$ cat config.mk
export PLATFORM = sky130hd
export DESIGN_NAME = msc_config_regs
export DESIGN_NICKNAME = d
export VERILOG_FILES = /design/src/design/msc_pkg.sv /design/src/design/msc_hpf_if.sv /design/src/design/msc_hpf.sv /design/src/design/msc_config_regs.sv
export SDC_FILE = /design/constraint.sdc
export NUM_CORES = 1
export LEC_CHECK = 0
export BUFFER_PORTS_ARGS = -buffer_cell sky130_fd_sc_hd__buf_2
export CORE_MARGIN = 10
export CORE_UTILIZATION = 50
export DETAILED_ROUTE_END_ITERATION = 10
export GPL_TIMING_DRIVEN = 0
export PLACE_DENSITY_LB_ADDON = 0.1
export REMOVE_ABC_BUFFERS = 1
export SYNTH_ARGS = -nofsm -noshare
export SYNTH_HDL_FRONTEND = slang
export SYNTH_SLANG_ARGS = --single-unit
$ cat constraint.sdc
create_clock -name clock -period 6.68 [get_ports clock]
set_input_delay 1.002 -clock clock [delete_from_list [all_inputs] [get_ports clock]]
set_output_delay 1.002 -clock clock [all_outputs]
set_load 0.02 [all_outputs]
$ cat src/design/msc_pkg.sv
// Register map, field layout, reset values and timing constants of the motion
// sensor configuration register group.
// Assumes a byte-wide register port inside the device, 250 MHz clock.
package msc_pkg;
  // Register offsets
  localparam logic [7:0] ADDR_ORIENT_MASK  = 8'h1c;
  localparam logic [7:0] ADDR_FEATURE_CTRL = 8'h1d;
  localparam logic [7:0] ADDR_IRQ_PIN_CTRL = 8'h1e;
  localparam logic [7:0] ADDR_MOTION_MASK  = 8'h1f;
  localparam logic [7:0] ADDR_TAP_MASK     = 8'h20;
  localparam logic [7:0] ADDR_OUT_FILTER   = 8'h21;
  localparam logic [7:0] ADDR_SELFTEST     = 8'h0c;
  localparam logic [7:0] ADDR_IRQ_RELEASE  = 8'h1a;
  // Reset values
  localparam logic [7:0] RST_ORIENT_MASK   = 8'h3f;
  localparam logic [7:0] RST_FEATURE_CTRL  = 8'h4d;
  localparam logic [7:0] RST_IRQ_PIN_CTRL  = 8'h10;
  localparam logic [7:0] RST_MOTION_MASK   = 8'he0;
  localparam logic [7:0] RST_TAP_MASK      = 8'h3f;
  localparam logic [7:0] RST_OUT_FILTER    = 8'h02;
  localparam logic [7:0] SELFTEST_RESPONSE_IDLE      = 8'h55;
  localparam logic [7:0] SELFTEST_RESPONSE_ARMED     = 8'haa;
  // Writable-bit masks
  localparam logic [7:0] WMASK_ORIENT      = 8'h3f;
  localparam logic [7:0] WMASK_IRQ_PIN     = 8'h3c;
  localparam logic [7:0] WMASK_MOTION      = 8'he0;
  localparam logic [7:0] WMASK_TAP         = 8'h3f;
  localparam logic [7:0] WMASK_OUT_FILTER  = 8'hc7;
  // Field positions
  localparam int FC_REBOOT    = 7;
  localparam int FC_TILT_LO   = 5;
  localparam int FC_SELFTEST  = 4;
  localparam int FC_TAP_LO    = 2;
  localparam int FC_MOTION_LO = 0;
  localparam int IP_ENABLE    = 5;
  localparam int IP_POLARITY  = 4;
  localparam int IP_PULSE     = 3;
  localparam int IP_UNLATCH   = 2;
  localparam int MM_X         = 7;
  localparam int MM_Y         = 6;
  localparam int MM_Z         = 5;
  localparam int OF_HPF_LO    = 6;
  localparam int OF_LPF_LO    = 0;
  // Timing
  localparam int  CLK_HZ         = 250_000_000;
  localparam real PULSE_MS       = 0.05;
  localparam int  PULSE_CYCLES   = int'(PULSE_MS * 250_000.0);
  localparam int  REBOOT_CYCLES  = 64;
  localparam int  ACC_W          = 16;
  // Rate selection outputs as Hz numbers (tenths for tilt)
  localparam logic [9:0] LPF_HZ_25  = 10'd25;
endpackage : msc_pkg

$ cat src/design/msc_hpf_if.sv
// Interface carrying filter configuration and samples between the register
// group and its high-pass filter.
// Assumes one clock domain shared by both ends.
`timescale 1ns/1ps
interface msc_hpf_if;
  logic                           sample_en;
  logic [1:0]                     rolloff;
  logic signed [msc_pkg::ACC_W-1:0] din;
  logic signed [msc_pkg::ACC_W-1:0] dout;
  modport filt (input sample_en, input rolloff, input din, output dout);
  modport ctrl (output sample_en, output rolloff, output din, input dout);
endinterface : msc_hpf_if

$ cat src/design/msc_hpf.sv
// First-order recursive high-pass filter, one axis.
// Assumes sample_en pulses once per motion-rate sample.
`timescale 1ns/1ps
module msc_hpf
(
  input  wire logic    clock,
  input  wire logic    reset,
  msc_hpf_if.filt      hp
);
  localparam int W = msc_pkg::ACC_W;

  typedef struct packed {
    logic signed [W-1:0] prev_in;
    logic signed [W-1:0] out;
  } msc_hpf_st_t;

  msc_hpf_st_t st_r;
  msc_hpf_st_t st_nxt;
  logic signed [W+1:0] acc;
  logic signed [W+1:0] shifted;

  // recursive beta update
  // y = beta*(y + x - xprev), beta = 1 - 2^-(3+rolloff)
  always_comb
  begin
    st_nxt  = st_r;
    acc     = {{2{st_r.out[W-1]}}, st_r.out} + {{2{hp.din[W-1]}}, hp.din}
              - {{2{st_r.prev_in[W-1]}}, st_r.prev_in};
    shifted = acc >>> (3 + int'(hp.rolloff));
    if (hp.sample_en)
    begin
      st_nxt.out     = W'(acc - shifted);
      st_nxt.prev_in = hp.din;
    end
  end

  always_ff @(posedge clock)
  begin
    if (reset)
      st_r <= '0;
    else
      st_r <= st_nxt;
  end

  assign hp.dout = st_r.out;
endmodule : msc_hpf

$ cat src/design/msc_config_regs.sv
// Configuration register group of a three-axis motion sensor: masks, rates,
// interrupt pin control, self-test and reboot, high-pass filter.
// Assumes the serial front end delivers byte reads and writes as strobes.
//
// How it works
// - Orientation mask gates state-entry interrupts
// - Reboot bit holds one until done or REBOOT_LEN cycles
// - Tilt rate field selects four rates
// - Self-test loads aa, read reloads 55
// - Tap rate field selects four rates
// - Motion rate drives detection and filter
// - Pin enable gates interrupt pin
// - Polarity bit picks pin active level
// - Latched until release, or 0.05ms pulse
// - Unlatched pin follows motion when alone
// - X, Y, Z motion masks reset high
// - Six direction masks gate tap interrupts
// - Roll-off field selects filter beta
// - Low-pass rate codes, 000/111 invalid
// - Operating-mode bit zero means stand-by
// - Release read clears latched interrupt
`timescale 1ns/1ps
module msc_config_regs
#(
  parameter int PULSE_LEN  = msc_pkg::PULSE_CYCLES,
  parameter int REBOOT_LEN = msc_pkg::REBOOT_CYCLES
)
(
  input  wire logic                        clock,
  input  wire logic                        reset,
  input  wire logic [7:0]                  reg_addr,
  input  wire logic                        reg_wr,
  input  wire logic [7:0]                  reg_wdata,
  input  wire logic                        reg_rd,
  output      logic [7:0]                  reg_rdata,
  input  wire logic                        operating_mode_bit,
  input  wire logic                        motion_enable,
  input  wire logic                        tap_enable,
  input  wire logic                        tilt_enable,
  input  wire logic [5:0]                  orient_enter,
  input  wire logic [5:0]                  tap_event,
  input  wire logic [2:0]                  motion_axis,
  input  wire logic                        motion_sample_en,
  input  wire logic signed [msc_pkg::ACC_W-1:0] motion_din,
  input  wire logic                        reboot_done,
  output      logic                        reboot_busy,
  output      logic [1:0]                  tilt_rate_sel,
  output      logic [1:0]                  tap_rate_sel,
  output      logic [1:0]                  motion_rate_sel,
  output      logic [2:0]                  lpf_rate_sel,
  output      logic                        lpf_rate_valid,
  output      logic signed [msc_pkg::ACC_W-1:0] hpf_out,
  output      logic                        irq_pending,
  output      logic                        irq_pin
);
  localparam int PW = $clog2(PULSE_LEN + 1);
  localparam int RW = $clog2(REBOOT_LEN + 1);

  typedef struct packed {
    logic [7:0]    orient_mask;
    logic [7:0]    feature;
    logic [7:0]    pin_ctrl;
    logic [7:0]    motion_mask;
    logic [7:0]    tap_mask;
    logic [7:0]    out_filter;
    logic [7:0]    selftest_response;
    logic [7:0]    rdata;
    logic          latched;
    logic          pulse_on;
    logic [PW-1:0] pulse_cnt;
    logic [RW-1:0] reboot_cnt;
    logic          pin;
  } msc_st_t;

  msc_st_t    st_r;
  msc_st_t    st_nxt;
  logic       evt;
  logic       motion_now;
  logic       unlatched_mode;
  logic       assert_lvl;
  logic [7:0] wv;

  msc_hpf_if  hp ();

  msc_hpf u_hpf
  (
    .clock (clock),
    .reset (reset),
    .hp    (hp)
  );

  assign hp.sample_en = motion_sample_en;
  assign hp.rolloff   = st_r.out_filter[msc_pkg::OF_HPF_LO +: 2];
  assign hp.din       = motion_din;
  assign hpf_out      = hp.dout;

  // Event gathering and pin mode
  always_comb
  begin
    motion_now = motion_enable &
                 |(motion_axis & {st_r.motion_mask[msc_pkg::MM_X],
                                  st_r.motion_mask[msc_pkg::MM_Y],
                                  st_r.motion_mask[msc_pkg::MM_Z]});
    evt = motion_now
        | (tilt_enable & |(orient_enter & st_r.orient_mask[5:0]))
        | (tap_enable & |(tap_event & st_r.tap_mask[5:0]));
    unlatched_mode = st_r.pin_ctrl[msc_pkg::IP_UNLATCH] & motion_enable
                     & ~tap_enable & ~tilt_enable;
  end

  // Register file, interrupt latch, pulse and reboot sequencing
  always_comb
  begin
    st_nxt = st_r;
    wv     = reg_wdata;
    if (reg_rd && reg_addr == msc_pkg::ADDR_IRQ_RELEASE)
      st_nxt.latched = 1'b0;
    // Set beats clear in the same cycle
    if (evt)
      st_nxt.latched = 1'b1;
    if (st_r.pulse_on)
    begin
      if (st_r.pulse_cnt == PW'(PULSE_LEN - 1))
        st_nxt.pulse_on = 1'b0;
      st_nxt.pulse_cnt = st_r.pulse_cnt + PW'(1);
    end
    if (evt && !st_r.latched)
    begin
      st_nxt.pulse_on  = 1'b1;
      st_nxt.pulse_cnt = '0;
    end
    if (st_r.feature[msc_pkg::FC_REBOOT])
    begin
      st_nxt.reboot_cnt = st_r.reboot_cnt + RW'(1);
      if (reboot_done || st_r.reboot_cnt == RW'(REBOOT_LEN - 1))
      begin
        st_nxt.feature[msc_pkg::FC_REBOOT] = 1'b0;
        st_nxt.reboot_cnt                  = '0;
      end
    end
    // Read mux; reserved bits stored as zero
    st_nxt.rdata = 8'h00;
    if (reg_rd)
    begin
      unique case (reg_addr)
        msc_pkg::ADDR_ORIENT_MASK:  st_nxt.rdata = st_r.orient_mask;
        msc_pkg::ADDR_FEATURE_CTRL: st_nxt.rdata = st_r.feature;
        msc_pkg::ADDR_IRQ_PIN_CTRL: st_nxt.rdata = st_r.pin_ctrl;
        msc_pkg::ADDR_MOTION_MASK:  st_nxt.rdata = st_r.motion_mask;
        msc_pkg::ADDR_TAP_MASK:     st_nxt.rdata = st_r.tap_mask;
        msc_pkg::ADDR_OUT_FILTER:   st_nxt.rdata = st_r.out_filter;
        msc_pkg::ADDR_SELFTEST:
        begin
          st_nxt.rdata = st_r.selftest_response;
          if (st_r.feature[msc_pkg::FC_SELFTEST])
          begin
            st_nxt.feature[msc_pkg::FC_SELFTEST] = 1'b0;
            st_nxt.selftest_response                       = msc_pkg::SELFTEST_RESPONSE_IDLE;
          end
        end
        default:                    st_nxt.rdata = 8'h00;
      endcase
    end
    if (reg_wr && !operating_mode_bit)
    begin
      unique case (reg_addr)
        msc_pkg::ADDR_ORIENT_MASK:  st_nxt.orient_mask = wv & msc_pkg::WMASK_ORIENT;
        msc_pkg::ADDR_FEATURE_CTRL:
        begin
          st_nxt.feature[6:0] = wv[6:0];
          // Self-test bit sticks until the response is read
          st_nxt.feature[msc_pkg::FC_SELFTEST] = st_r.feature[msc_pkg::FC_SELFTEST]
                                                | wv[msc_pkg::FC_SELFTEST];
          if (wv[msc_pkg::FC_SELFTEST])
            st_nxt.selftest_response = msc_pkg::SELFTEST_RESPONSE_ARMED;
          if (wv[msc_pkg::FC_REBOOT])
            st_nxt.feature[msc_pkg::FC_REBOOT] = 1'b1;
        end
        msc_pkg::ADDR_IRQ_PIN_CTRL: st_nxt.pin_ctrl    = wv & msc_pkg::WMASK_IRQ_PIN;
        msc_pkg::ADDR_MOTION_MASK:  st_nxt.motion_mask = wv & msc_pkg::WMASK_MOTION;
        msc_pkg::ADDR_TAP_MASK:     st_nxt.tap_mask    = wv & msc_pkg::WMASK_TAP;
        msc_pkg::ADDR_OUT_FILTER:   st_nxt.out_filter  = wv & msc_pkg::WMASK_OUT_FILTER;
        default:                    st_nxt.pin         = st_r.pin;
      endcase
    end
    // Pin level, registered to avoid glitches on the pad
    if (unlatched_mode)
      assert_lvl = motion_now;
    else if (st_r.pin_ctrl[msc_pkg::IP_PULSE])
      assert_lvl = st_nxt.pulse_on;
    else
      assert_lvl = st_nxt.latched;
    st_nxt.pin = (assert_lvl & st_r.pin_ctrl[msc_pkg::IP_ENABLE])
               ~^ st_r.pin_ctrl[msc_pkg::IP_POLARITY];
  end

  always_ff @(posedge clock)
  begin
    if (reset)
    begin
      st_r             <= '0;
      st_r.orient_mask <= msc_pkg::RST_ORIENT_MASK;
      st_r.feature     <= msc_pkg::RST_FEATURE_CTRL;
      st_r.pin_ctrl    <= msc_pkg::RST_IRQ_PIN_CTRL;
      st_r.motion_mask <= msc_pkg::RST_MOTION_MASK;
      st_r.tap_mask    <= msc_pkg::RST_TAP_MASK;
      st_r.out_filter  <= msc_pkg::RST_OUT_FILTER;
      st_r.selftest_response     <= msc_pkg::SELFTEST_RESPONSE_IDLE;
      // Idle level for the reset polarity, so no false edge after reset
      st_r.pin         <= ~msc_pkg::RST_IRQ_PIN_CTRL[msc_pkg::IP_POLARITY];
    end
    else
      st_r <= st_nxt;
  end

  // Configuration outputs
  always_comb
  begin
    tilt_rate_sel   = st_r.feature[msc_pkg::FC_TILT_LO +: 2];
    tap_rate_sel    = st_r.feature[msc_pkg::FC_TAP_LO +: 2];
    motion_rate_sel = st_r.feature[msc_pkg::FC_MOTION_LO +: 2];
    // codes 000 and 111 flagged invalid
    lpf_rate_sel    = st_r.out_filter[msc_pkg::OF_LPF_LO +: 3];
    lpf_rate_valid  = (lpf_rate_sel != 3'h0) && (lpf_rate_sel != 3'h7);
  end

  assign reboot_busy = st_r.feature[msc_pkg::FC_REBOOT];
  assign irq_pending = st_r.latched;
  assign irq_pin     = st_r.pin;
  assign reg_rdata   = st_r.rdata;
endmodule : msc_config_regs

# Word-level counts from Yosys, hierarchy flattened
# Index checks and enable logic that the tools add are counted.
[totals]
reg_bits = 104
in_bits = 57
[classes]
n_addsub = 6
shifts = 1
mux = 25
eq_ne = 11
bitwise = 17
reduce_logical = 19
[ops]
columns = ["operator", "count"]
rows = [
  ["2-to-1 mux 8 bit", 7],
  ["one-hot mux 8 bit (7 select lines)", 1],
  ["2-to-1 mux 48 bit", 1],
  ["equality test 8 x 5 -> 1 bit, second input constant", 5],
  ["2-to-1 mux 15 bit", 2],
  [">>> shifter 18 x 3 -> 16 bit", 1],
  ["subtractor 17 x 16 -> 18 bit", 1],
  ["adder 16 x 16 -> 17 bit", 1],
  ["equality test 8 x 6 -> 1 bit, second input constant", 2],
  ["2-to-1 mux 16 bit", 1],
  ["subtractor 16 bit", 1],
  ["adder 14 x 1 -> 14 bit, second input constant", 1],
  ["equality test 14 bit, second input constant", 1],
  ["AND 6 bit", 2],
  ["2-to-1 mux 6 bit", 2],
  ["AND reduction 2 bit", 6],
  ["OR reduction 6 bit", 2],
  ["2-to-1 mux 1 bit", 10],
  ["equality test 8 x 4 -> 1 bit, second input constant", 1],
  ["adder 7 x 1 -> 7 bit, second input constant", 1],
  ["AND 1 bit", 7],
  ["equality test 7 x 6 -> 1 bit, second input constant", 1],
  ["2-to-1 mux 7 bit", 1],
  ["logical AND 1 bit", 4],
  ["11 further kinds", 17],
]

# Depth between registers and ports, before layout
[logic_depth]
ltp_word = 11
depth_mapped = 25
depth_no_buf = 25

# Cells and area by module
# A second synthesis with hierarchy kept.
[hier_totals]
cells_unflattened = 899
hier_area_um2 = 7452.1
[modules_own_cells]
columns = ["mod", "area_each_um2", "cells_each", "n_inst"]
rows = [
  ["msc_hpf", 4137.7, 515, 1],
  ["msc_config_regs", 3314.4, 384, 1],
]

# Least setup slack after synthesis
# OpenSTA, ideal clock, no wires.
[synth_path]
kind = "input-to-reg"
start = "input motion_din[1] (netlist name)"
end = "register u_hpf.st_r (netlist bit u_hpf.hp.dout[14])"
setup_slack_ns = 1.318
setup_ns = 0.106
path_buffers = 0
path_stages = 22
t_required_ns = 6.574
arrival_ns = 5.256
path_cell_list = "inv_1 fa_1 inv_1 ha_1 a211oi_1 o21ai_1 a31oi_2 xnor2_1 mux2i_1 mux2_2 o21ai_0 ha_1 fa_1 nor2b_1 o21ai_0 a21boi_0 o21a_1 o2111ai_1 a21oi_1 nor4_1 or4_1 o311ai_0"
[synth_via]
elab_chain_cells = 4
[synth_rtl]
columns = ["element", "line_no", "rtl"]
rows = [
  ["from (decl)", "msc_config_regs.sv:44", "input wire logic signed [msc_pkg::ACC_W-1:0] motion_din,"],
  ["adder 16 x 16 -> 17 bit (*)", "msc_hpf.sv:27", "acc = {{2{st_r.out[W-1]}}, st_r.out} + {{2{hp.din[W-1]}}, hp.din}"],
  ["subtractor 17 x 16 -> 18 bit (*)", "msc_hpf.sv:28", "- {{2{st_r.prev_in[W-1]}}, st_r.prev_in};"],
  [">>> shifter 18 x 3 -> 16 bit", "msc_hpf.sv:29", "shifted = acc >>> (3 + int'(hp.rolloff));"],
  ["subtractor 16 bit (*)", "msc_hpf.sv:32", "st_nxt.out = W'(acc - shifted);"],
  ["to (signal assigned)", "msc_hpf.sv:42", "st_r <= st_nxt;"],
  ["to (decl)", "msc_hpf.sv:17", "msc_hpf_st_t st_r;"],
]
# Every way passes the cells marked *; elsewhere a longest branch is shown, timed or not.
# A chain may end at the register's enable or synchronous reset.

# Worst setup path after layout
# Ends and elaborated chain as after synthesis.

==> metrics.md <==
| Metric | Value |
|---|---|
| Outcome | complete, no violations |
| Vias in the first global route | 5,859 |
| CP delay by family, top | compound AO/OA/AOI/OAI gates |
| Gpl congestion | 0.882 |
| Synthesized cell area | 7120 um2 |
| Met1 Use GR | 0.218 |
| Final min period | 6040 ps |
| WS Path Type | in -> reg |
| Crit-path cells | buf_2, inv_1, fa_1, inv_1, ha_1, a211oi_1, o21ai_1, a31oi_2, o21ai_1, xor2_1, mux2i_1, mux2i_1, mux2i_1, ha_1, nor2b_1, o21ai_0, a21boi_0, o21a_1, o2111ai_1, a21oi_1, nor4_1, or4_1, o311ai_0 |
| Root Buffer | clkbuf_16 |
| Vias/cell | 5.50 |
| DRC viols | 0 |
| Period utilization | 0.903 |
| Most frequent cell on the critical path | mux2i_1 |
| Final Max Slew Viols | 0 |
| Post-route ant nets | 0 |
| Clock buffer depth | 2 |
| Setup TNS | 0 ps |
| First-pass GRT wire length | 28.5 mm |
| Slew HR | 0.238 |
| Cell Pwr Density | 536 nW/um2 |
| Gr busiest metal | met2 |
| Critical path arrival | 6280 ps |
| Filler Cell Count | 1,323 |
| Leakage | 0.00344 uW |
| Sequential share of the synthesized area | 0.292 |
| Area grow syn2layout | 9.42% |
| #FFs+latches synth | 104 |
| Final wirelength | 16.8 mm |
| Post-CTS Hold Buffers | 0 |
| Nets | 1,004 |
| Die area | 19,400 um2 |
| Clock sink total | 104 |
| Largest net degree at the start of global routing | 60 |
| Row count | 43 |
| Post-synth EDFFs | 0 |
| Layout cell share with drive strength beyond 1 | 0.148 |
| Syn Inst Count | 848 |
| Ys Warns | 0 |
| Synth Flop Type | dfxtp_1 |
| Final Hold Violating Endpoints | 0 |
| Max Cap Viol | 0 |
| Worst EP required | 6930 ps |
| Crit. End Element | flop |
| Worst-path clk slew | 80 ps |
| Quantity of I/O buffers inserted on ports | 93 |
| H-tree Lvls | 3 |
| Class of the worst hold path | reg -> reg |
| Inserted Diodes | 0 |
| CORE AREA | 13,900 um2 |
| Mapped Avg Cell Area | 8.40 um2 |
| Grt ovf | 0 |
| Initial DRC Count | 390 |
| Final WS setup | 645 ps |
| Maximum VDD drop | 0.304 mV |
| Initial DRT Pass Iterations | 5 |
| Gr usage total | 0.172 |
| GRT met2 Usage | 0.281 |
| CTS tree | done |
| Global routing usage on met3 | 0.0408 |
| CTS Buf Count | 9 |
| Fmax | 166 MHz |
| Yosys cell types | 66 |
| Crit-path max cell delay | 590 ps |
| Gates resized, CTS repair | 0 |
| Worst Max-Slew Pin Slew | 1130 ps |
| Initial antenna violation count | 0 |
| Crit Path Max Fanout | 5 |
| Number of vias in the routed layout | 5,920 |
| RSZ-0062 raised after global routing | false |
| Setup violators final | 0 |
| Startpoint Class | input port |
| Die Height | 139 um |
| Asr flop ratio synth | 0 |
| Starting Density | 0.511 |
| Critical path buffers and inverters | 3 |
| Clk_lat worst skew | 360 ps |
| # IOs | 94 |
| Place WS | 303 ps |
| Clk_skew | 10.0 ps |
| Die W | 139 um |
| Slowest CP cell | fa_1 |
| Post-DR wirelength/cell | 15.6 um |
| Post-CTS Setup Repair Bufs | 0 |
| HPWL Detailed | 12.8 mm |
## flip-flops by register name, summed over array words and instances (netlist names)
name             cells
st_r                50
u_hpf.hp.dout       16
u_hpf.st_r          16
reg_rdata            8
lpf_rate_sel         3
hp.rolloff           2
motion_rate_sel      2
tap_rate_sel         2
tilt_rate_sel        2
irq_pending          1
irq_pin              1
reboot_busy          1
## layout by cell type, fill, tap and decap left out, drive strengths merged, types with 11 or more instances in the layout
master,instances
xnor2,22
nand3,12
and3,13
nor2b,11
inv,84
mux2i,84
nand2,85
ha,38
o21ai,38
nor2,90
fa,17
xor2,13
dfxtp,104
buf,93
a21oi,41
nor3,20
## cell families (layout without fill, tap and decap cells)
kind of cell / count (synthesis) / in the layout / synth area share
and+or+nand+nor: 266 / 266 / 0.176
buffers and inverters: 142 / 191 / 0.0924
muxes: 94 / 94 / 0.140
AOI/OAI and AO/OA: 152 / 152 / 0.142
DFF: 104 / 104 / 0.292
xor gates and xnor gates: 35 / 35 / 0.0431
adders and majority gates: 55 / 55 / 0.115
## final cells by class
cell class	count	area, um2	area share
repair buffers	93	465	0.0597
multi-input cells	602	4380	0.562
clock buffers	10	229	0.0294
clock inverters	6	101	0.0130
well taps	180	225	0.0289
flip-flops and latches	104	2080	0.267
inverters	82	308	0.0395
## final timing paths
kind	startpoint	endpoint	cells after the start	slack, ps
min reg2reg	st_r[39]$_SDFF_PP0_	st_r[39]$_SDFF_PP0_	2	470
max reg2reg	u_hpf.hp.dout[1]$_SDFFE_PP0P_	u_hpf.hp.dout[14]$_SDFFE_PP0P_	22	1060
max	motion_din[1]	u_hpf.hp.dout[14]$_SDFFE_PP0P_	23	640
min	st_r[39]$_SDFF_PP0_	st_r[39]$_SDFF_PP0_	2	470
## power by group
part           switching, uW  total (uW)  leakage (uW)  internal (uW)
sequential              27.7         696      0.000846            668
combinational           1660        2890       0.00244           1240
clock                    252         587      0.000156            335
total                   1930        4180       0.00344           2240
## synthesized netlist by cell type, drive strengths merged, types with 7 or more instances
cell	number	area share
dfxtp	104	0.29
xor2	13	0.016
o21ai	38	0.027
mux2i	84	0.12
a211oi	9	0.0095
inv	82	0.043
xnor2	22	0.027
a222oi	8	0.011
nand2	85	0.045
nor2	90	0.047
nor3	20	0.015
nand3	12	0.0084
a31oi	7	0.0079
buf	40	0.039
and3	13	0.011
a22oi	10	0.011
ha	38	0.067
clkbuf	20	0.011
fa	17	0.048
a21oi	41	0.029
nor2b	11	0.011
## worst reg2reg max path: cells and delay by family, from the launching register on
family	cells	cell delay (ps)
AOI/OAI and AO/OA	10	2190
xor gates and xnor gates	1	370
adders and majority gates	3	1230
buffers and inverters	2	120
DFF	1	350
muxes	3	530
and+or+nand+nor	3	750
## metrics by stage
stage	util	hold WS, ps	total power [uW]	instance area, um2	cells
after global placement	0.535	451	3500	7460	1061
after floorplan	-	430	2960	6770	788
final	0.559	470	4180	7790	1077
after global routing	0.559	492	4580	7790	1077
after CTS	0.559	471	4180	7790	1077
after detailed placement	0.535	462	3580	7460	1061
## per-layer routing
layer  wire (um)  vias to the layer above
li1            -                     2995
met1        7720                     2763
met2        7920                      144
met3         954                       18
met4         214                        0
met5           0                        -
Power figures use the tool's default switching activity.
